**src/verilog/dpwm_pkg.sv**
```systemverilog
package dpwm_pkg;

  // ----------------------------------------------------------------------
  // Register map
  // ----------------------------------------------------------------------
  localparam int unsigned ADDR_W         = 8;
  localparam logic [7:0]  ADDR_CTRL_MAIN = 8'h00;
  localparam logic [7:0]  ADDR_CTRL_FAST = 8'h04;
  localparam logic [7:0]  ADDR_COUNT     = 8'h08;
  localparam logic [7:0]  ADDR_CYCLE     = 8'h0c;
  localparam logic [7:0]  ADDR_DUTY      = 8'h10;
  localparam logic [7:0]  ADDR_IRQ_REQ   = 8'h14;
  localparam logic [7:0]  ADDR_IRQ_EN    = 8'h18;
  localparam logic [7:0]  ADDR_IRQ_PRIO  = 8'h1c;

  // ----------------------------------------------------------------------
  // Field positions of the main control register
  // ----------------------------------------------------------------------
  localparam int unsigned CTRL_RUN0  = 0;
  localparam int unsigned CTRL_CK0   = 1;
  localparam int unsigned CTRL_SRC0  = 3;
  localparam int unsigned CTRL_RUN1  = 4;
  localparam int unsigned CTRL_CK1   = 5;
  localparam int unsigned CTRL_SRC1  = 7;

  // ----------------------------------------------------------------------
  // Count clock selections, limits and interrupt vectors
  // ----------------------------------------------------------------------
  localparam logic [1:0]  CKS_CPU    = 2'h0;
  localparam logic [1:0]  CKS_TB2    = 2'h1;
  localparam logic [1:0]  CKS_TB4    = 2'h2;
  localparam logic [1:0]  CKS_EXT    = 2'h3;
  localparam logic [7:0]  CNT_MAX    = 8'hff;
  localparam logic [15:0] WIDE_MAX   = 16'hffff;
  localparam logic [15:0] VEC_CH0    = 16'h006a;
  localparam logic [15:0] VEC_CH1    = 16'h006c;

  // ----------------------------------------------------------------------
  // Reset values and bus answers
  // ----------------------------------------------------------------------
  localparam logic [7:0]  RST_CTRL   = 8'h00;
  localparam logic [7:0]  RST_BYTE   = 8'h00;
  localparam logic [6:0]  FAST_FILL  = 7'h7f;
  localparam logic [1:0]  RESP_OKAY  = 2'h0;
  localparam logic [1:0]  RESP_SLVERR = 2'h2;

  typedef struct packed {
    logic [7:0]  ctrl;
    logic        fast;
    logic [7:0]  cnt0;
    logic [7:0]  cnt1;
    logic [7:0]  cyc0;
    logic [7:0]  cyc1;
    logic [7:0]  duty0;
    logic [7:0]  duty1;
    logic        ff0;
    logic        ff1;
    logic [1:0]  req;
    logic [1:0]  en;
    logic [3:0]  prio;
    logic [1:0]  tbdiv;
    logic        aw_ok;
    logic [7:0]  aw_addr;
    logic        w_ok;
    logic [31:0] w_data;
    logic [3:0]  w_strb;
    logic        bvalid;
    logic [1:0]  bresp;
    logic        rvalid;
    logic [1:0]  rresp;
    logic [31:0] rdata;
  } dpwm_state_s;

endpackage : dpwm_pkg

```
**src/verilog/dpwm_top.sv**
```systemverilog
// Contract
// - Output flip-flop rests high, so the pin is high before any start.
// - Setting a run bit starts counting and sets the output flip-flop.
// - 8-bit counter equal to duty raises request and drives output low.
// - 8-bit overflow sets output high and reloads counter from cycle value.
// - Clearing a run bit stops the channel and drives its output high.
// - Duty 00H gives one tick high; FFH gives constant high; zero impossible.
// - In cascaded mode only channel 1's pin carries the waveform.
// - 16-bit counter equal to duty raises channel 1 request, output low.
// - 16-bit overflow sets output high and reloads from 16-bit cycle value.
// - Channel 0 request still fires on low-byte match and low-byte overflow.
// - 16-bit duty 0000H gives one tick high; FFFFH gives constant high.
// - Fast mode bumps the low byte on each overflow of the upper byte.
// - Fast mode drives output high while counter is at most duty.
// - Fast mode gives up to 256 pulses per cycle, same resolution.
// - Normal 16-bit mode gives exactly one pulse per cycle.
// - First period after a start may be shortened by the count clock.
// - The selected interrupt factor of each channel sets its request flag.
// - Each request is maskable and carries a two-bit priority.
// - Each channel's overflow and match share one request flag and vector.
// - Two-bit clock select: CPU, base tick/2, base tick/4, or external.
// - Channel 1 select of 11 cascades channel 0 overflow into channel 1.
// - Per-channel select picks match (0) or overflow (1) as request source.
// - Writing a counter writes the same value into its cycle register.
`timescale 1ns/10ps
module dpwm_top (
  input  wire logic        CLK_I,
  input  wire logic        RST_I,
  input  wire logic        CE_I,
  input  wire logic        TB_TICK_I,
  input  wire logic        AUX_OVF_I,
  input  wire logic [7:0]  S_AXI_AWADDR_I,
  input  wire logic        S_AXI_AWVALID_I,
  output logic             S_AXI_AWREADY_O,
  input  wire logic [31:0] S_AXI_WDATA_I,
  input  wire logic [3:0]  S_AXI_WSTRB_I,
  input  wire logic        S_AXI_WVALID_I,
  output logic             S_AXI_WREADY_O,
  output logic [1:0]       S_AXI_BRESP_O,
  output logic             S_AXI_BVALID_O,
  input  wire logic        S_AXI_BREADY_I,
  input  wire logic [7:0]  S_AXI_ARADDR_I,
  input  wire logic        S_AXI_ARVALID_I,
  output logic             S_AXI_ARREADY_O,
  output logic [31:0]      S_AXI_RDATA_O,
  output logic [1:0]       S_AXI_RRESP_O,
  output logic             S_AXI_RVALID_O,
  input  wire logic        S_AXI_RREADY_I,
  output logic             PWM_OUT_CH0_O,
  output logic             PWM_OUT_CH1_O,
  output logic             IRQ_CH0_O,
  output logic             IRQ_CH1_O,
  output logic [1:0]       PRIO_CH0_O,
  output logic [1:0]       PRIO_CH1_O
);

  // ----------------------------------------------------------------------
  // Helpers
  // ----------------------------------------------------------------------
  function automatic logic reg_known(input logic [7:0] a);
    logic [7:0] w;
    w = {a[7:2], 2'h0};
    reg_known = (w == dpwm_pkg::ADDR_CTRL_MAIN) || (w == dpwm_pkg::ADDR_CTRL_FAST) ||
                (w == dpwm_pkg::ADDR_COUNT) || (w == dpwm_pkg::ADDR_CYCLE) ||
                (w == dpwm_pkg::ADDR_DUTY) || (w == dpwm_pkg::ADDR_IRQ_REQ) ||
                (w == dpwm_pkg::ADDR_IRQ_EN) || (w == dpwm_pkg::ADDR_IRQ_PRIO);
  endfunction : reg_known

  function automatic logic clk_pick(input logic [1:0] sel, input logic tb2,
                                    input logic tb4, input logic ext);
    unique case (sel)
      dpwm_pkg::CKS_CPU: clk_pick = 1'b1;
      dpwm_pkg::CKS_TB2: clk_pick = tb2;
      dpwm_pkg::CKS_TB4: clk_pick = tb4;
      dpwm_pkg::CKS_EXT: clk_pick = ext;
    endcase
  endfunction : clk_pick

  // Returns {overflow, match, flip-flop, counter} after one tick.
  function automatic logic [10:0] step8(input logic [7:0] cnt, input logic [7:0] cyc,
                                        input logic [7:0] duty, input logic ff);
    logic ovf;
    logic mat;
    logic [7:0] nc;
    logic nf;
    ovf = (cnt == dpwm_pkg::CNT_MAX);
    mat = (cnt == duty);
    nc  = ovf ? cyc : 8'(cnt + 8'h01);
    // Overflow outranks match, so duty FFH stays high all period.
    nf  = ovf ? 1'b1 : (mat ? 1'b0 : ff);
    step8 = {ovf, mat, nf, nc};
  endfunction : step8

  // ----------------------------------------------------------------------
  // State
  // ----------------------------------------------------------------------
  dpwm_pkg::dpwm_state_s r_reg;
  dpwm_pkg::dpwm_state_s r_next;

  logic        tb2;
  logic        tb4;
  logic        tick0;
  logic        tick1;
  logic        cascade;
  logic        fast_on;
  logic        wide_run;
  logic        wr_do;
  logic [10:0] s0;
  logic [10:0] s1;

  assign S_AXI_AWREADY_O = !r_reg.aw_ok && !r_reg.bvalid;
  assign S_AXI_WREADY_O  = !r_reg.w_ok && !r_reg.bvalid;
  assign S_AXI_BVALID_O  = r_reg.bvalid;
  assign S_AXI_BRESP_O   = r_reg.bresp;
  assign S_AXI_ARREADY_O = !r_reg.rvalid;
  assign S_AXI_RVALID_O  = r_reg.rvalid;
  assign S_AXI_RDATA_O   = r_reg.rdata;
  assign S_AXI_RRESP_O   = r_reg.rresp;
  assign PWM_OUT_CH0_O   = r_reg.ff0;
  assign PWM_OUT_CH1_O   = r_reg.ff1;
  assign IRQ_CH0_O       = r_reg.req[0] & r_reg.en[0];
  assign IRQ_CH1_O       = r_reg.req[1] & r_reg.en[1];
  assign PRIO_CH0_O      = r_reg.prio[1:0];
  assign PRIO_CH1_O      = r_reg.prio[3:2];

  assign cascade  = &r_reg.ctrl[dpwm_pkg::CTRL_CK1 +: 2];
  assign fast_on  = r_reg.fast & cascade;
  assign wide_run = fast_on ? r_reg.ctrl[dpwm_pkg::CTRL_RUN1]
                            : (r_reg.ctrl[dpwm_pkg::CTRL_RUN0] & r_reg.ctrl[dpwm_pkg::CTRL_RUN1]);
  assign wr_do    = r_reg.aw_ok && r_reg.w_ok;

  // ----------------------------------------------------------------------
  // Next state
  // ----------------------------------------------------------------------
  always_comb begin
    logic [15:0] wide;
    logic [15:0] wduty;
    logic        lo_ovf;
    logic        lo_mat;
    logic        w_ovf;
    logic        w_mat;
    logic        hi_ovf;
    logic [1:0]  ev;
    logic [1:0]  clr;
    logic [7:0]  old_ctrl;
    logic [7:0]  wa;
    logic [31:0] wd;
    logic [31:0] rd;
    wide   = {r_reg.cnt1, r_reg.cnt0};
    wduty  = {r_reg.duty1, r_reg.duty0};
    lo_ovf = 1'b0;
    lo_mat = 1'b0;
    w_ovf  = 1'b0;
    w_mat  = 1'b0;
    hi_ovf = 1'b0;
    ev     = 2'h0;
    clr    = 2'h0;
    old_ctrl = r_reg.ctrl;
    wa     = {r_reg.aw_addr[7:2], 2'h0};
    wd     = r_reg.w_data;
    rd     = 32'h0000_0000;
    r_next = r_reg;

    r_next.tbdiv = 2'(r_reg.tbdiv + {1'b0, TB_TICK_I});
    tb2   = TB_TICK_I & r_reg.tbdiv[0];
    tb4   = TB_TICK_I & (&r_reg.tbdiv);
    tick0 = clk_pick(r_reg.ctrl[dpwm_pkg::CTRL_CK0 +: 2], tb2, tb4, AUX_OVF_I);
    tick1 = clk_pick(r_reg.ctrl[dpwm_pkg::CTRL_CK1 +: 2], tb2, tb4, 1'b0);
    s0 = step8(r_reg.cnt0, r_reg.cyc0, r_reg.duty0, r_reg.ff0);
    s1 = step8(r_reg.cnt1, r_reg.cyc1, r_reg.duty1, r_reg.ff1);

    if (cascade) begin
      r_next.ff0 = 1'b1;
      if (wide_run && tick0) begin
        lo_mat = (r_reg.cnt0 == r_reg.duty0);
        w_mat  = (wide == wduty);
        if (fast_on) begin
          hi_ovf = (r_reg.cnt1 == dpwm_pkg::CNT_MAX);
          w_ovf  = hi_ovf && (r_reg.cnt0 == dpwm_pkg::CNT_MAX);
          lo_ovf = w_ovf;
          r_next.cnt1 = 8'(r_reg.cnt1 + 8'h01);
          if (hi_ovf) begin
            r_next.cnt0 = 8'(r_reg.cnt0 + 8'h01);
          end
          if (w_ovf) begin
            r_next.cnt0 = r_reg.cyc0;
            r_next.cnt1 = r_reg.cyc1;
          end
        end else begin
          w_ovf  = (wide == dpwm_pkg::WIDE_MAX);
          lo_ovf = (r_reg.cnt0 == dpwm_pkg::CNT_MAX);
          {r_next.cnt1, r_next.cnt0} = w_ovf ? {r_reg.cyc1, r_reg.cyc0}
                                             : 16'(wide + 16'h0001);
          r_next.ff1 = w_ovf ? 1'b1 : (w_mat ? 1'b0 : r_reg.ff1);
        end
        ev[0] = r_reg.ctrl[dpwm_pkg::CTRL_SRC0] ? lo_ovf : lo_mat;
        ev[1] = r_reg.ctrl[dpwm_pkg::CTRL_SRC1] ? w_ovf : w_mat;
      end
    end else begin
      if (r_reg.ctrl[dpwm_pkg::CTRL_RUN0] && tick0) begin
        {r_next.ff0, r_next.cnt0} = s0[8:0];
        ev[0] = r_reg.ctrl[dpwm_pkg::CTRL_SRC0] ? s0[10] : s0[9];
      end
      if (r_reg.ctrl[dpwm_pkg::CTRL_RUN1] && tick1) begin
        {r_next.ff1, r_next.cnt1} = s1[8:0];
        ev[1] = r_reg.ctrl[dpwm_pkg::CTRL_SRC1] ? s1[10] : s1[9];
      end
    end

    // ---------------------------------------------------------------------
    // Register writes
    // ---------------------------------------------------------------------
    r_next.bvalid = r_reg.bvalid && !S_AXI_BREADY_I;
    if (wr_do) begin
      r_next.aw_ok  = 1'b0;
      r_next.w_ok   = 1'b0;
      r_next.bvalid = 1'b1;
      r_next.bresp  = reg_known(r_reg.aw_addr) ? dpwm_pkg::RESP_OKAY : dpwm_pkg::RESP_SLVERR;
      if (r_reg.w_strb[0]) begin
        unique case (wa)
          dpwm_pkg::ADDR_CTRL_MAIN: r_next.ctrl = wd[7:0];
          dpwm_pkg::ADDR_CTRL_FAST: r_next.fast = wd[0];
          dpwm_pkg::ADDR_COUNT: begin
            r_next.cnt0 = wd[7:0];
            r_next.cyc0 = wd[7:0];
          end
          dpwm_pkg::ADDR_CYCLE:     r_next.cyc0  = wd[7:0];
          dpwm_pkg::ADDR_DUTY:      r_next.duty0 = wd[7:0];
          dpwm_pkg::ADDR_IRQ_REQ:   clr = wd[1:0];
          dpwm_pkg::ADDR_IRQ_EN:    r_next.en = wd[1:0];
          dpwm_pkg::ADDR_IRQ_PRIO:  r_next.prio = wd[3:0];
          default: ;
        endcase
      end
      if (r_reg.w_strb[1]) begin
        unique case (wa)
          dpwm_pkg::ADDR_COUNT: begin
            r_next.cnt1 = wd[15:8];
            r_next.cyc1 = wd[15:8];
          end
          dpwm_pkg::ADDR_CYCLE: r_next.cyc1  = wd[15:8];
          dpwm_pkg::ADDR_DUTY:  r_next.duty1 = wd[15:8];
          default: ;
        endcase
      end
    end
    if (S_AXI_AWVALID_I && S_AXI_AWREADY_O) begin
      r_next.aw_ok   = 1'b1;
      r_next.aw_addr = S_AXI_AWADDR_I;
    end
    if (S_AXI_WVALID_I && S_AXI_WREADY_O) begin
      r_next.w_ok   = 1'b1;
      r_next.w_data = S_AXI_WDATA_I;
      r_next.w_strb = S_AXI_WSTRB_I;
    end

    r_next.req = (r_reg.req & ~clr) | ev;

    if (r_next.ctrl[dpwm_pkg::CTRL_RUN0] && !old_ctrl[dpwm_pkg::CTRL_RUN0]) begin
      r_next.ff0 = 1'b1;
      r_next.ff1 = cascade ? 1'b1 : r_next.ff1;
    end
    if (r_next.ctrl[dpwm_pkg::CTRL_RUN1] && !old_ctrl[dpwm_pkg::CTRL_RUN1]) begin
      r_next.ff1 = 1'b1;
    end

    if (!r_next.ctrl[dpwm_pkg::CTRL_RUN0]) begin
      r_next.ff0 = 1'b1;
    end
    if (&r_next.ctrl[dpwm_pkg::CTRL_CK1 +: 2]) begin
      r_next.ff0 = 1'b1;
      if (r_next.fast) begin
        if (!r_next.ctrl[dpwm_pkg::CTRL_RUN1]) begin
          r_next.ff1 = 1'b1;
        end else begin
          r_next.ff1 = ({r_next.cnt1, r_next.cnt0} <= {r_next.duty1, r_next.duty0});
        end
      end else if (!(r_next.ctrl[dpwm_pkg::CTRL_RUN0] && r_next.ctrl[dpwm_pkg::CTRL_RUN1])) begin
        r_next.ff1 = 1'b1;
      end
    end else if (!r_next.ctrl[dpwm_pkg::CTRL_RUN1]) begin
      r_next.ff1 = 1'b1;
    end

    // ---------------------------------------------------------------------
    // Register reads
    // ---------------------------------------------------------------------
    unique case ({S_AXI_ARADDR_I[7:2], 2'h0})
      dpwm_pkg::ADDR_CTRL_MAIN: rd = {24'h00_0000, r_reg.ctrl};
      dpwm_pkg::ADDR_CTRL_FAST: rd = {24'h00_0000, dpwm_pkg::FAST_FILL, r_reg.fast};
      dpwm_pkg::ADDR_COUNT:     rd = {16'h0000, r_reg.cnt1, r_reg.cnt0};
      dpwm_pkg::ADDR_CYCLE:     rd = {16'h0000, r_reg.cyc1, r_reg.cyc0};
      dpwm_pkg::ADDR_DUTY:      rd = {16'h0000, r_reg.duty1, r_reg.duty0};
      dpwm_pkg::ADDR_IRQ_REQ:   rd = {30'h0000_0000, r_reg.req};
      dpwm_pkg::ADDR_IRQ_EN:    rd = {30'h0000_0000, r_reg.en};
      dpwm_pkg::ADDR_IRQ_PRIO:  rd = {28'h000_0000, r_reg.prio};
      default:                  rd = 32'h0000_0000;
    endcase
    r_next.rvalid = r_reg.rvalid && !S_AXI_RREADY_I;
    if (S_AXI_ARVALID_I && S_AXI_ARREADY_O) begin
      r_next.rvalid = 1'b1;
      r_next.rdata  = rd;
      r_next.rresp  = reg_known(S_AXI_ARADDR_I) ? dpwm_pkg::RESP_OKAY : dpwm_pkg::RESP_SLVERR;
    end
  end

  // ----------------------------------------------------------------------
  // Registers
  // ----------------------------------------------------------------------
  // The clock enable also freezes the bus slave, but its ready outputs stay up, so a handshake taken while it is low is lost.
  always_ff @(posedge CLK_I or posedge RST_I) begin
    if (RST_I) begin
      r_reg       <= '0;
      r_reg.ctrl  <= dpwm_pkg::RST_CTRL;
      r_reg.cnt0  <= dpwm_pkg::RST_BYTE;
      r_reg.ff0   <= 1'b1;
      r_reg.ff1   <= 1'b1;
    end else if (CE_I) begin
      r_reg <= r_next;
    end
  end

  // ----------------------------------------------------------------------
  // Checks
  // ----------------------------------------------------------------------
  AST_START_HIGH: assert property (@(posedge CLK_I) disable iff (RST_I)
    $rose(r_reg.ctrl[dpwm_pkg::CTRL_RUN0]) && !cascade |-> r_reg.ff0)
    else $error("Output not high after start.");

  AST_STOP_HIGH: assert property (@(posedge CLK_I) disable iff (RST_I)
    !r_reg.ctrl[dpwm_pkg::CTRL_RUN0] |-> PWM_OUT_CH0_O)
    else $error("Stopped channel 0 output not high.");

  AST_OVF_RELOAD: assert property (@(posedge CLK_I) disable iff (RST_I)
    CE_I && !cascade && tick0 && r_reg.ctrl[dpwm_pkg::CTRL_RUN0] && !wr_do &&
    r_reg.cnt0 == dpwm_pkg::CNT_MAX |=> r_reg.cnt0 == $past(r_reg.cyc0) && r_reg.ff0)
    else $error("Overflow did not reload and set output.");

  AST_MATCH_LOW: assert property (@(posedge CLK_I) disable iff (RST_I)
    CE_I && !cascade && tick0 && r_reg.ctrl[dpwm_pkg::CTRL_RUN0] && !wr_do &&
    r_reg.cnt0 == r_reg.duty0 && r_reg.cnt0 != dpwm_pkg::CNT_MAX |=> !PWM_OUT_CH0_O)
    else $error("Match did not drive output low.");

  AST_REQ_SET: assert property (@(posedge CLK_I) disable iff (RST_I)
    CE_I && !cascade && tick0 && r_reg.ctrl[dpwm_pkg::CTRL_RUN0] &&
    !r_reg.ctrl[dpwm_pkg::CTRL_SRC0] && r_reg.cnt0 == r_reg.duty0 |=> r_reg.req[0])
    else $error("Match did not set channel 0 request.");

  AST_MASK: assert property (@(posedge CLK_I) disable iff (RST_I)
    !r_reg.en[1] |-> !IRQ_CH1_O ##1 (r_reg.en[1] || !IRQ_CH1_O))
    else $error("Masked request reached the interrupt output.");

  AST_CASC_CH0: assert property (@(posedge CLK_I) disable iff (RST_I)
    cascade && $past(cascade) |-> PWM_OUT_CH0_O)
    else $error("Channel 0 pin active in cascaded mode.");

  AST_FAST_CMP: assert property (@(posedge CLK_I) disable iff (RST_I)
    CE_I && r_next.fast && (&r_next.ctrl[dpwm_pkg::CTRL_CK1 +: 2]) &&
    r_next.ctrl[dpwm_pkg::CTRL_RUN1] |=>
    r_reg.ff1 == ({r_reg.cnt1, r_reg.cnt0} <= {r_reg.duty1, r_reg.duty0}))
    else $error("Fast mode output disagrees with compare.");

  AST_CNT_CYC: assert property (@(posedge CLK_I) disable iff (RST_I)
    CE_I && wr_do && r_reg.w_strb[0] && {r_reg.aw_addr[7:2], 2'h0} == dpwm_pkg::ADDR_COUNT
    |=> r_reg.cyc0 == r_reg.cnt0 && r_reg.cyc0 == $past(r_reg.w_data[7:0]))
    else $error("Counter write did not update cycle value.");

  AST_BHOLD: assert property (@(posedge CLK_I) disable iff (RST_I)
    S_AXI_BVALID_O && !S_AXI_BREADY_I |=> S_AXI_BVALID_O && $stable(S_AXI_BRESP_O))
    else $error("Write response dropped before taken.");

endmodule : dpwm_top

```
**config.mk**
```make
export PLATFORM = sky130hd
export DESIGN_NAME = dpwm_top
export DESIGN_NICKNAME = d
export VERILOG_FILES = /design/src/verilog/dpwm_pkg.sv /design/src/verilog/dpwm_top.sv
export SDC_FILE = /design/constraint.sdc
export NUM_CORES = 1
export LEC_CHECK = 0
export BUFFER_PORTS_ARGS = -buffer_cell sky130_fd_sc_hd__buf_2
export CAP_MARGIN = 0
export CORE_MARGIN = 2
export CORE_UTILIZATION = 60
export CTS_CLUSTER_DIAMETER = 80
export DETAILED_ROUTE_END_ITERATION = 8
export MAX_ROUTING_LAYER = met4
export PLACE_DENSITY = 0.89
export REMOVE_ABC_BUFFERS = 1
export SLEW_MARGIN = 20
export SYNTH_ARGS = -nofsm -noshare
export SYNTH_HDL_FRONTEND = slang
export SYNTH_SLANG_ARGS = --single-unit
```
**constraint.sdc**
```tcl
create_clock -name CLK_I -period 9.2 [get_ports CLK_I]
set_input_delay 1.38 -clock CLK_I [delete_from_list [all_inputs] [get_ports CLK_I]]
set_output_delay 1.38 -clock CLK_I [all_outputs]
set_load 0.02 [all_outputs]
```
# [Word level (Yosys, flattened, before mapping)]
# Cells that the tools add are included.
# W data, S select, Z words.
[totals] rom_bits=0 ramBits=0 register_bits=153 n_memories=0 latchBits=0
[op_classes] magnitude_cmp=1 n_eq_ne=28 reduce_logical=59 div_mod_pow=0 add_sub_neg=4 bitwise_logic=9 n_mul=0 mux=70 shifts=0
[ops] cell="$mux W8" n=16
[ops] cell="$pmux W16 S8" n=1
[ops] cell="$mux W16" n=6
[ops] cell="$mux W56" n=1
[ops] cell="$eq A6 B3 Y1 const B" n=8
[ops] cell="$mux W37" n=1
[ops] cell="$mux W35" n=1
[ops] cell="$mux W1" n=30
[ops] cell="$eq A6 B2 Y1 const B" n=4
[ops] cell="$reduce_and A4 Y1" n=5
[ops] cell="$mux W2" n=9
[ops] cell="$reduce_and A2 Y1" n=9
[ops] cell="$add A16 B1 Y16 const B" n=1
[ops] cell="$add A8 B1 Y8 const B" n=2
[ops] cell="$eq A16 B16 Y1" n=1
[ops] cell="$eq A16 B16 Y1 const B" n=1
[ops] cell="$eq A8 B8 Y1" n=2
[ops] cell="$eq A8 B8 Y1 const B" n=2
[ops] cell="$le A16 B16 Y1" n=1
[ops] cell="$logic_and A1 B1 Y1" n=15
[ops] cell="$logic_or A1 B1 Y1" n=14
[ops] cell="$eq A6 B1 Y1 const B" n=2
[ops] cell="$logic_not A6 Y1" n=2
[ops] cell="$mux W9" n=1
[ops] cell="17 further kinds" n=36

# [Longest topological paths before layout]
# Gate-level depths: netlist of run 1.
[logic_depth] ltp_word=15 mapped_depth=15 depth_no_buf=14

# [Least setup slack after synthesis of run 1]
# No wires, ideal clock.
[synth_timing] kind="in2reg" startpoint="input TB_TICK_I" endpoint="register r_reg, in the netlist PWM_OUT_CH1_O" arrival_ns=4.207 setup_slack_ns=4.912 setup_time_ns=0.081 t_required_ns=9.119 stages=14 cell_sequence="ha_1 -> nand2b_4 -> a221o_1 -> or4b_1 -> a311o_1 -> o22ai_1 -> a21oi_1 -> ha_1 -> and4_1 -> nand3_1 -> nor4_1 -> a21oi_1 -> and3_1 -> a32oi_1"
[synth_rtl] item="start, declared" line="dpwm_top.sv:30" text="input wire logic TB_TICK_I,"
[synth_rtl] item="end signal, assigned" line="dpwm_top.sv:319" text="r_reg <= r_next;"
[synth_rtl] item="end, declared" line="dpwm_top.sv:97" text="dpwm_pkg::dpwm_state_s r_reg;"

==> flow_summary.yaml, run 1 <==
power_and_ir_drop:
  p_switching_mw: 0.896
  finalPower_mw: 2.29
  combPwrFrac_pct: 30.9
  p_leak_nw: 3.77
  ir_worst_vdd_mv: 0.180
  swShare_pct: 39.1
  p_int_mw: 1.39
  powerDensity_nw_per_um2: 273
  p_seq_share_pct: 40.8
  pwr-share-clk_pct: 28.3
yosys:
  yosys.area_share.simple_pct: 16.8
  seq_area_frac_synth_pct: 37.5
  synth.mux.area_fraction_pct: 12.2
  ys_ff_latch: 115
  synth_top_area_share_pct: 36.8
  avgSynthCellArea_sq_um: 9.07
  synth_compound_area_share_pct: 20.0
  yosys-top-cells-area: "dfrtp_1 (37%), mux2_2 (8.2%), nand2_1 (4.0%)"
  yosys.area.top_type: "dfrtp_1"
  synth_xor_area_share_pct: 2.40
  synthFlopType: "dfrtp_1"
  synth_cells: 846
  async_flop_share_pct: 100
  yosys-top-cells-count: "dfrtp_1 (113), nand2_1 (82), o21ai_0 (59)"
  yosysUniqueCellTypes: 76
  yosys_warnings: 0
  synth_edf_count: 0
  synth_top_family_by_area: "compound AO/OA/AOI/OAI gates"
  synthAdderAreaFrac_pct: 3.10
  yosysMostFrequentCell: "dfrtp_1"
  syn_area_sq_um: 7680
final_layout:
  finish.utilization_pct: 66.6
  area_delta_synth_final_pct: 9.03
  diodes: 0
  largest_reg_flops: 89
  layout-drive-gt1-share_pct: 20.4
  final_cell_area_sq_um: 8370
  nNetsFinal: 937
sta:
  rsz0062_at_grt: "false"
  post-route-min-period_ns: 4.86
  fmax_ghz: 0.206
  setup_viol: 0
  setup_tns_ns: 0
  skew_ns: 0.00507
  finalHoldViolCount: 0
  relSlewSlack_pct: 28.4
  period_share_pct: 52.8
  slew_violations: 0
  tightest_slew_ns: 1.07
job:
  max_cap_violations: 0
clock_network:
  cts.reportedPaths.clkPinSlew_ns: 0.05
  cts_buffer_depth: 2
  cts_hold_buf: 0
  post_cts_resized: 0
  clk_latency_ns: 0.43
  cts_sinks: 115
  cts_buffers: 17
  cts_tree: "done"
  cts-htree-levels: 4
  cts_setup_buffers: 0
  root_buffer: "clkbuf_16"
floorplanning:
  io_pins: 111
  start_util_pct: 61.1
  rows: 41
  die_h_microns: 117
  design.core.area_sq_um: 12600
  dieArea_sq_um: 13700
  die_x_microns: 117
detailed_routing:
  vias_per_cell: 6.74
  wl_microns: 22800
  ant_nets: 0
  drt-pass1-iter-count: 7
  drc: 0
  avgRoutedWirePerCell_microns: 21.9
  num_vias: 7006
  initialDrtViolationCount: 905
run_status:
  status: "finished clean"
critical_path:
  crit_arrival_ns: 5.21
  worstPathMaxFanout: 14
  path_buf_inv: 1
  crit_slowest_cell: "or4b_1"
  required_ns: 9.55
  path_class: "in -> reg"
  endpoint_kind: "flop"
  start_kind: "primary input"
  path_cells: "buf_2, ha_1, nand2b_4, a221o_1, or4b_1, a311o_1, o22ai_1, a21oi_1, ha_1, and4_1, nand3_1, nor4_1, a21oi_1, and3_1, a32oi_1"
  slowest_delay_ns: 0.61
  cp_top_family: "simple AND/OR/NAND/NOR gates"
grt:
  grt_pass1_vias: 6543
  grt_overflow: 0
  grt_pass1_wl_microns: 35500
  grt_max_degree: 72
  grt_usage_pct: 35.7
  antenna_found_initial: 0
place:
  dpl_cell_area_sq_um: 7790
  place_congestion: 1.03
  hpwl_microns: 15700
  io_buffer_count: 70
min_path:
  worstHoldPathType: "reg -> reg"
==> metrics by stage <==
| stage | worst slack, ns | hold WS, ns | std cells |
|---|---|---|---|
| after floorplan | 4.74 | 0.444 | 761 |
| after global placement | 4.07 | 0.455 | 1009 |
| after detailed placement | 4.02 | 0.461 | 1009 |
| after CTS | 4.44 | 0.473 | 1039 |
| after global routing | 4.13 | 0.501 | 1039 |
| final | 4.34 | 0.467 | 1039 |
==> power by group through the flow <==
stage	logic, mW	clock network [mW]	registers [mW]
final	0.708	0.649	0.933
after global routing	0.771	0.675	0.952
after floorplan	0.500	0	0.841
after detailed placement	0.681	0	0.921
after CTS	0.694	0.652	0.917
after global placement	0.660	0	0.915
==> worst paths after layout <==
| kind | startpoint | endpoint | slack [ns] | cells past startpoint |
|---|---|---|---|---|
| max in group asynchronous | RST_I | S_AXI_RDATA_O[11]$_DFFE_PP0P_ | 6.94 | 3 |
| hold / removal | S_AXI_RDATA_O[15]$_DFFE_PP0P_ | S_AXI_RDATA_O[15]$_DFFE_PP0P_ | 0.47 | 2 |
| min in group asynchronous | RST_I | r_reg[43]$_DFFE_PP0P_ | 1.10 | 2 |
| setup reg to reg | r_reg[137]$_DFFE_PP0P_ | PWM_OUT_CH1_O$_DFFE_PP1P_ | 4.43 | 13 |
| hold reg to reg | S_AXI_RDATA_O[15]$_DFFE_PP0P_ | S_AXI_RDATA_O[15]$_DFFE_PP0P_ | 0.47 | 2 |
| setup / recovery | TB_TICK_I | PWM_OUT_CH1_O$_DFFE_PP1P_ | 4.34 | 15 |
==> layer usage <==
metal,vias to the layer above,track usage [%],share of wire [%]
met5,-,-,0
met4,0,14.7,4.3
met3,93,13.1,12
met2,454,51.3,44
met1,3334,45.6,39
li1,3125,-,-
==> cell type report <==
type                    count  area (sq um)
flip-flops and latches    115          2880
multi-input cells         634          4260
clock buffers              26           499
inverters                  12          47.5
fillers                   987          4200
repair buffers             76           395
clock inverters             4          72.6
well taps                 172           215
==> cell families (layout without fill, tap and decap cells) <==
kind of cell               Yosys count  in the layout
AOI/OAI and AO/OA                  228            228
and+or+nand+nor                    264            264
adders and majority gates           19             19
other                                1             18
xor gates and xnor gates            21             21
DFF                                115            115
buffers and inverters              114            118
muxes                               84             84
==> placed cells by master, fill, tap and decap left out, types with 18 or more instances in the layout <==
master	netlist	routed
dfrtp_1	113	113
nand2_1	82	82
buf_2	15	70
o21ai_0	59	59
nor2_1	58	58
mux2_2	56	56
a21oi_1	53	53
nand3_1	29	28
mux2i_1	26	26
nor3_1	19	19
ha_1	19	19
conb_1	1	18
==> worst reg2reg max path, delay by kind of cell (launching register included) <==
kind                     cells  cell delay [ns]
AND/OR/NAND/NOR              3             1.47
flip-flops                   1             0.56
adder cells (fa/ha/maj)      2             0.70
AO/OA/AOI/OAI                8             1.96
(Power assumes the default switching activity.)
==> run 2, diff against run 1 <==
--- a/config.mk
+++ b/config.mk
@@ -8,11 +8,11 @@
 export BUFFER_PORTS_ARGS = -buffer_cell sky130_fd_sc_hd__buf_2
 export CAP_MARGIN = 0
 export CORE_MARGIN = 2
-export CORE_UTILIZATION = 60
+export CORE_UTILIZATION = 58
 export CTS_CLUSTER_DIAMETER = 80
 export DETAILED_ROUTE_END_ITERATION = 8
 export MAX_ROUTING_LAYER = met4
-export PLACE_DENSITY = 0.89
+export PLACE_DENSITY = 0.87
 export REMOVE_ABC_BUFFERS = 1
 export SLEW_MARGIN = 20
 export SYNTH_ARGS = -nofsm -noshare
==> constraint.sdc (replaced) <==
create_clock -name CLK_I -period 4.9 [get_ports CLK_I]
set_input_delay 0.735 -clock CLK_I [delete_from_list [all_inputs] [get_ports CLK_I]]
set_output_delay 0.735 -clock CLK_I [all_outputs]
set_load 0.02 [all_outputs]
==> run 2 against run 1 <==
Net effect:
- highest routed layer unchanged
- non-clock buffer count is 15 higher
- total power grew 95%
- clock skew rose by 0.0032 ns
- largest cell class unchanged
- combinational power up 98%
- sequential power up 85%
- register-to-register slack worse by 3.9 ns
- utilization is 1.3 points lower
- design area increased by 2.1%
- die area up 3.3%
- clock power grew 110%
- final cell count up 2.0%
- critical endpoint unchanged
- sequential cell count is the same
==> flow_summary.yaml, run 2 (synthesis gave the netlist of run 1 again) <==
detailed_routing:
  initialDrtViolationCount: 1027
  ant_nets: 0
  num_vias: 7136
  wl_microns: 23800
  vias_per_cell: 6.73
  drc: 0
  drt-pass1-iter-count: 7
  avgRoutedWirePerCell_microns: 22.4
critical_path:
  start_kind: "flop"
  reg2regPathDepth: 11
  endpoint_kind: "flop"
  path_cells: "ha_1, nand4_1, o21ai_1, nand3_1, a2111oi_0, o21ai_0, ha_1, a221o_1, a221oi_1, o21ai_0, a32oi_1"
  required_ns: 5.26
  path_depth: 11
  path_class: "reg -> reg"
  crit_slowest_cell: "o21ai_1"
  crit_arrival_ns: 4.77
  worstPathMaxFanout: 10
  slowest_delay_ns: 0.60
  path_buf_inv: 0
  cp_top_family: "compound AO/OA/AOI/OAI gates"
clock_network:
  cts_setup_buffers: 0
  cts-htree-levels: 4
  root_buffer: "clkbuf_16"
  clk_latency_ns: 0.43
  cts_buffer_depth: 2
  cts_tree: "done"
  cts_sinks: 115
  cts_hold_buf: 0
  cts.reportedPaths.clkPinSlew_ns: 0.06
  cts_buffers: 17
  post_cts_resized: 0
final_layout:
  finish.utilization_pct: 65.3
  diodes: 0
  final_cell_mix: "dfrtp_1 (113), nand2_1 (82), buf_2 (70), o21ai_0 (59), nor2_1 (58)"
  final_cells: 1060
  nNetsFinal: 952
  area_delta_synth_final_pct: 11.3
  layout-drive-gt1-share_pct: 22.5
  seq_area_sq_um: 2880
  multi_input_area_sq_um: 4260
  largest_reg_flops: 89
  final_common_cell: "dfrtp_1"
  fillers: 1053
floorplanning:
  design.core.area_sq_um: 13100
  start_util_pct: 58.7
  rows: 42
  io_pins: 111
  die_h_microns: 119
  die_x_microns: 119
  dieArea_sq_um: 14200
grt:
  grt_pass1_vias: 6917
  grt_overflow: 0
  antenna_found_initial: 0
  grt_max_degree: 64
  grt_pass1_wl_microns: 37800
  grt_usage_pct: 35.4
sta:
  post-route-min-period_ns: 4.41
  finalHoldViolCount: 0
  setup_viol: 0
  relSlewSlack_pct: 29.5
  period_share_pct: 90.1
  fmax_ghz: 0.227
  rsz0062_at_grt: "false"
  setup_tns_ns: 0
  slew_violations: 0
  skew_ns: 0.00826
  tightest_slew_ns: 1.05
power_and_ir_drop:
  powerDensity_nw_per_um2: 523
  p_leak_nw: 3.86
  ir_worst_vdd_mv: 0.450
place:
  hpwl_microns: 16500
  place_congestion: 1.02
  io_buffer_count: 70
  dp.cells: 1028
job:
  max_cap_violations: 0
run_status:
  status: "finished clean"
min_path:
  worstHoldPathType: "in -> async"
run 2: cell count changes in the layout (fill, tap and decap cells not counted), sizes merged:
| cell | change |
|---|---|
| buf | +15 |
| clkbuf | -9 |
| clkinvlp | +4 |
| inv | +3 |
| bufinv | +2 |
| clkinv | +2 |
run 2: final timing paths:
| check | from | endpoint | slack, ns |
|---|---|---|---|
| setup reg to reg | r_reg[129]$_DFFE_PP0P_ | PWM_OUT_CH1_O$_DFFE_PP1P_ | 0.49 |
| hold / removal | RST_I | r_reg[146]$_DFFE_PP0P_ | 0.17 |
| min in group CLK_I | S_AXI_RDATA_O[15]$_DFFE_PP0P_ | S_AXI_RDATA_O[15]$_DFFE_PP0P_ | 0.47 |
| setup / recovery | r_reg[129]$_DFFE_PP0P_ | PWM_OUT_CH1_O$_DFFE_PP1P_ | 0.49 |
| hold reg to reg | S_AXI_RDATA_O[15]$_DFFE_PP0P_ | S_AXI_RDATA_O[15]$_DFFE_PP0P_ | 0.47 |
| max in group asynchronous | RST_I | r_reg[116]$_DFFE_PP0P_ | 3.69 |
run 2: power breakdown:
| group | internal (mW) | leakage [nW] | switching, mW | total, mW |
|---|---|---|---|---|
| registers | 1.24 | 1.42 | 0.497 | 1.73 |
| clock network | 0.854 | 0.293 | 0.489 | 1.34 |
| logic | 0.613 | 2.15 | 0.785 | 1.40 |
| total | 2.70 | 3.86 | 1.77 | 4.47 |
run 2: final cells by class:
type,instances,share of cell area [%]
Multi-Input combinational cell,634,49.8
Clock buffer,17,4.98
Clock inverter,15,2.42
Timing Repair Buffer,91,5.94
Tap cell,176,2.58
Inverter,12,0.556
Sequential cell,115,33.7
run 2: stage by stage:
stage	hold slack [ns]	instance area (sq um)	power [mW]	worst slack (ns)
floorplan	0.444	7180	2.52	1.09
global placement	0.455	7910	3.00	0.434
detailed placement	0.461	7910	3.06	0.360
CTS	0.176	8540	4.41	0.722
global route	0.189	8550	4.66	0.357
finish	0.173	8550	4.47	0.486
run 2: worst reg2reg max path, stage by stage, from the launching register on:
cell and delay [ns]:
dfrtp_1 0.59, ha_1 0.40, nand4_1 0.30, o21ai_1 0.60
nand3_1 0.20, a2111oi_0 0.53, o21ai_0 0.22, ha_1 0.29
a221o_1 0.37, a221oi_1 0.38, o21ai_0 0.23, a32oi_1 0.21
run 2: routing by layer:
metal | track usage, % | up-vias | wire [microns]
li1 | - | 3148 | -
met1 | 46.4 | 3439 | 9420
met2 | 52.7 | 461 | 10800
met3 | 8.05 | 88 | 2640
met4 | 15.9 | 0 | 952
met5 | - | - | 0
==> run 3, diff against run 2 <==
--- a/config.mk
+++ b/config.mk
@@ -13,7 +13,9 @@
 export DETAILED_ROUTE_END_ITERATION = 8
 export MAX_ROUTING_LAYER = met4
 export PLACE_DENSITY = 0.87
+export RECOVER_POWER = 50
 export REMOVE_ABC_BUFFERS = 1
+export SETUP_SLACK_MARGIN = 0.2
 export SLEW_MARGIN = 20
 export SYNTH_ARGS = -nofsm -noshare
 export SYNTH_HDL_FRONTEND = slang
==> constraint.sdc (replaced) <==
create_clock -name CLK_I -period 4.9 [get_ports CLK_I]
set_input_delay 0.49 -clock CLK_I [delete_from_list [all_inputs] [get_ports CLK_I]]
set_output_delay 0.49 -clock CLK_I [all_outputs]
set_load 0.02 [all_outputs]
==> run 3 against run 2 <==
Net effect:
- the flow now finishes with violations (capacitance limit, slew limit)
- maximum frequency decreased by 1.2%
- critical path depth increased by 3
- count of clock-buffer cells in the layout increased by 6
- via count decreased by 1.3%
- register-to-register slack got worse by 0.06 ns
- sequential cell count unchanged
- die area unchanged
- wire length decreased by 3.7%
- final cell count decreased by 0.28%
- first-iteration DRC count decreased by 6.4%
- critical endpoint unchanged
- sequential power about the same
==> flow_summary.yaml, run 3 (synthesis gave the netlist of run 1 again) <==
sta:
  finalHoldViolCount: 0
  skew_ns: 0.0102
  setup_slack_ns: 0.431
  relSlewSlack_pct: -146
  fmax_ghz: 0.224
  rsz0062_at_grt: "false"
  slew_violations: 162
  post-route-min-period_ns: 4.47
  hold_slack_ns: 0.274
  setup_viol: 0
  period_share_pct: 91.2
  tightest_slew_ns: 3.66
  setup_tns_ns: 0
floorplanning:
  rows: 42
  start_util_pct: 58.7
  io_pins: 111
  design.core.area_sq_um: 13100
  die_h_microns: 119
  dieArea_sq_um: 14200
  die_x_microns: 119
final_layout:
  largest_reg_flops: 89
  final_cell_mix: "dfrtp_1 (113), nand2_1 (82), o21ai_0 (59), buf_2 (59), nor2_1 (58)"
  area_delta_synth_final_pct: 11.0
  nNetsFinal: 949
  final_common_cell: "dfrtp_1"
  layout-drive-gt1-share_pct: 20.8
  diodes: 0
clock_network:
  cts_setup_buffers: 0
  post_cts_resized: 0
  cts_buffers: 17
  cts_buffer_depth: 2
  cts_hold_buf: 0
  root_buffer: "clkbuf_16"
  clk_latency_ns: 0.43
  cts-htree-levels: 4
  cts_tree: "done"
  cts_sinks: 115
  cts.reportedPaths.clkPinSlew_ns: 0.06
power_and_ir_drop:
  p_switching_mw: 1.71
  p_leak_nw: 3.81
  swShare_pct: 38.4
  powerDensity_nw_per_um2: 522
  p_seq_share_pct: 38.9
  ir_worst_vdd_mv: 0.407
  p_int_mw: 2.74
  pwr-share-clk_pct: 30.3
  combPwrFrac_pct: 30.8
critical_path:
  cp_top_family: "compound AO/OA/AOI/OAI gates"
  path_cells: "ha_1, nand3_1, buf_4, nor2_1, o21a_1, o21ai_0, a31oi_1, a21oi_1, ha_1, and4_1, a221o_1, a221oi_1, o21ai_0, a32oi_1"
  r2r_setup_slack_ns: 0.43
  start_kind: "flop"
  required_ns: 5.26
  slowest_delay_ns: 0.62
  path_buf_inv: 1
  worstPathMaxFanout: 9
  endpoint_kind: "flop"
  path_class: "reg -> reg"
  crit_slowest_cell: "nor2_1"
  crit_arrival_ns: 4.83
grt:
  grt_pass1_wl_microns: 36700
  grt_pass1_vias: 6731
  grt_max_degree: 83
  antenna_found_initial: 0
  grt_usage_pct: 34.4
  grt_overflow: 0
detailed_routing:
  drt-pass1-iter-count: 6
  wl_microns: 22900
  initialDrtViolationCount: 961
  drc: 0
  num_vias: 7043
  vias_per_cell: 6.66
  ant_nets: 0
  avgRoutedWirePerCell_microns: 21.6
place:
  io_buffer_count: 70
  dp_slack_ns: 0.639
  hpwl_microns: 16100
  place_congestion: 1.01
run_status:
  violations: "capacitance limit, slew limit"
  status: "complete, but fails checks"
min_path:
  worstHoldPathType: "in -> reg"
job:
  max_cap_violations: 3
run 3: worst paths after layout:
kind | start | endpoint | depth (start not counted)
hold / removal | S_AXI_WDATA_I[0] | r_reg[42]$_DFFE_PP0P_ | 3
setup / recovery | r_reg[136]$_DFFE_PP0P_ | PWM_OUT_CH1_O$_DFFE_PP1P_ | 14
hold reg to reg | S_AXI_RDATA_O[5]$_DFFE_PP0P_ | S_AXI_RDATA_O[5]$_DFFE_PP0P_ | 2
setup reg to reg | r_reg[136]$_DFFE_PP0P_ | PWM_OUT_CH1_O$_DFFE_PP1P_ | 14
min in group asynchronous | RST_I | r_reg[43]$_DFFE_PP0P_ | 2
max in group asynchronous | RST_I | r_reg[50]$_DFFE_PP0P_ | 3
run 3: final cells by class:
cell class                 count  area (sq um)
clock buffer                  23           488
clock inverter                 9           150
fill                        1061          4570
inverter                      12          46.3
multi-input combinational    634          4270
sequential                   115          2880
tap                          176           220
timing repair buffer          88           468
run 3: metrics by stage:
stage | util (%) | total power, mW | instances | instance area, sq um
after global placement | 60.3 | 2.98 | 1025 | 7890
after detailed placement | 60.3 | 3.04 | 1025 | 7890
after CTS | 65.2 | 4.40 | 1057 | 8530
after floorplan | - | 2.52 | 761 | 7180
after global routing | 65.1 | 4.66 | 1057 | 8520
final | 65.1 | 4.45 | 1057 | 8520
run 3: power by group through the flow:
stage                     clock network [mW]  logic (mW)  registers (mW)
after floorplan                            0       0.939            1.58
after global placement                     0        1.28            1.70
after detailed placement                   0        1.33            1.71
after CTS                               1.35        1.35            1.70
after global routing                    1.40        1.49            1.76
final                                   1.35        1.37            1.73
run 3: tightest hold or removal path: stages:
cell and delay [ns]:
buf_2 0.08, nand2_1 0.04, o21ai_0 0.06
run 3: per-layer routing:
layer	share of wire (%)	wire length [microns]	GRT usage, %
met4	3.5	809	16.1
met2	44	10200	48.9
met5	0	0	-
met1	41	9340	46.1
met3	11	2550	8.86
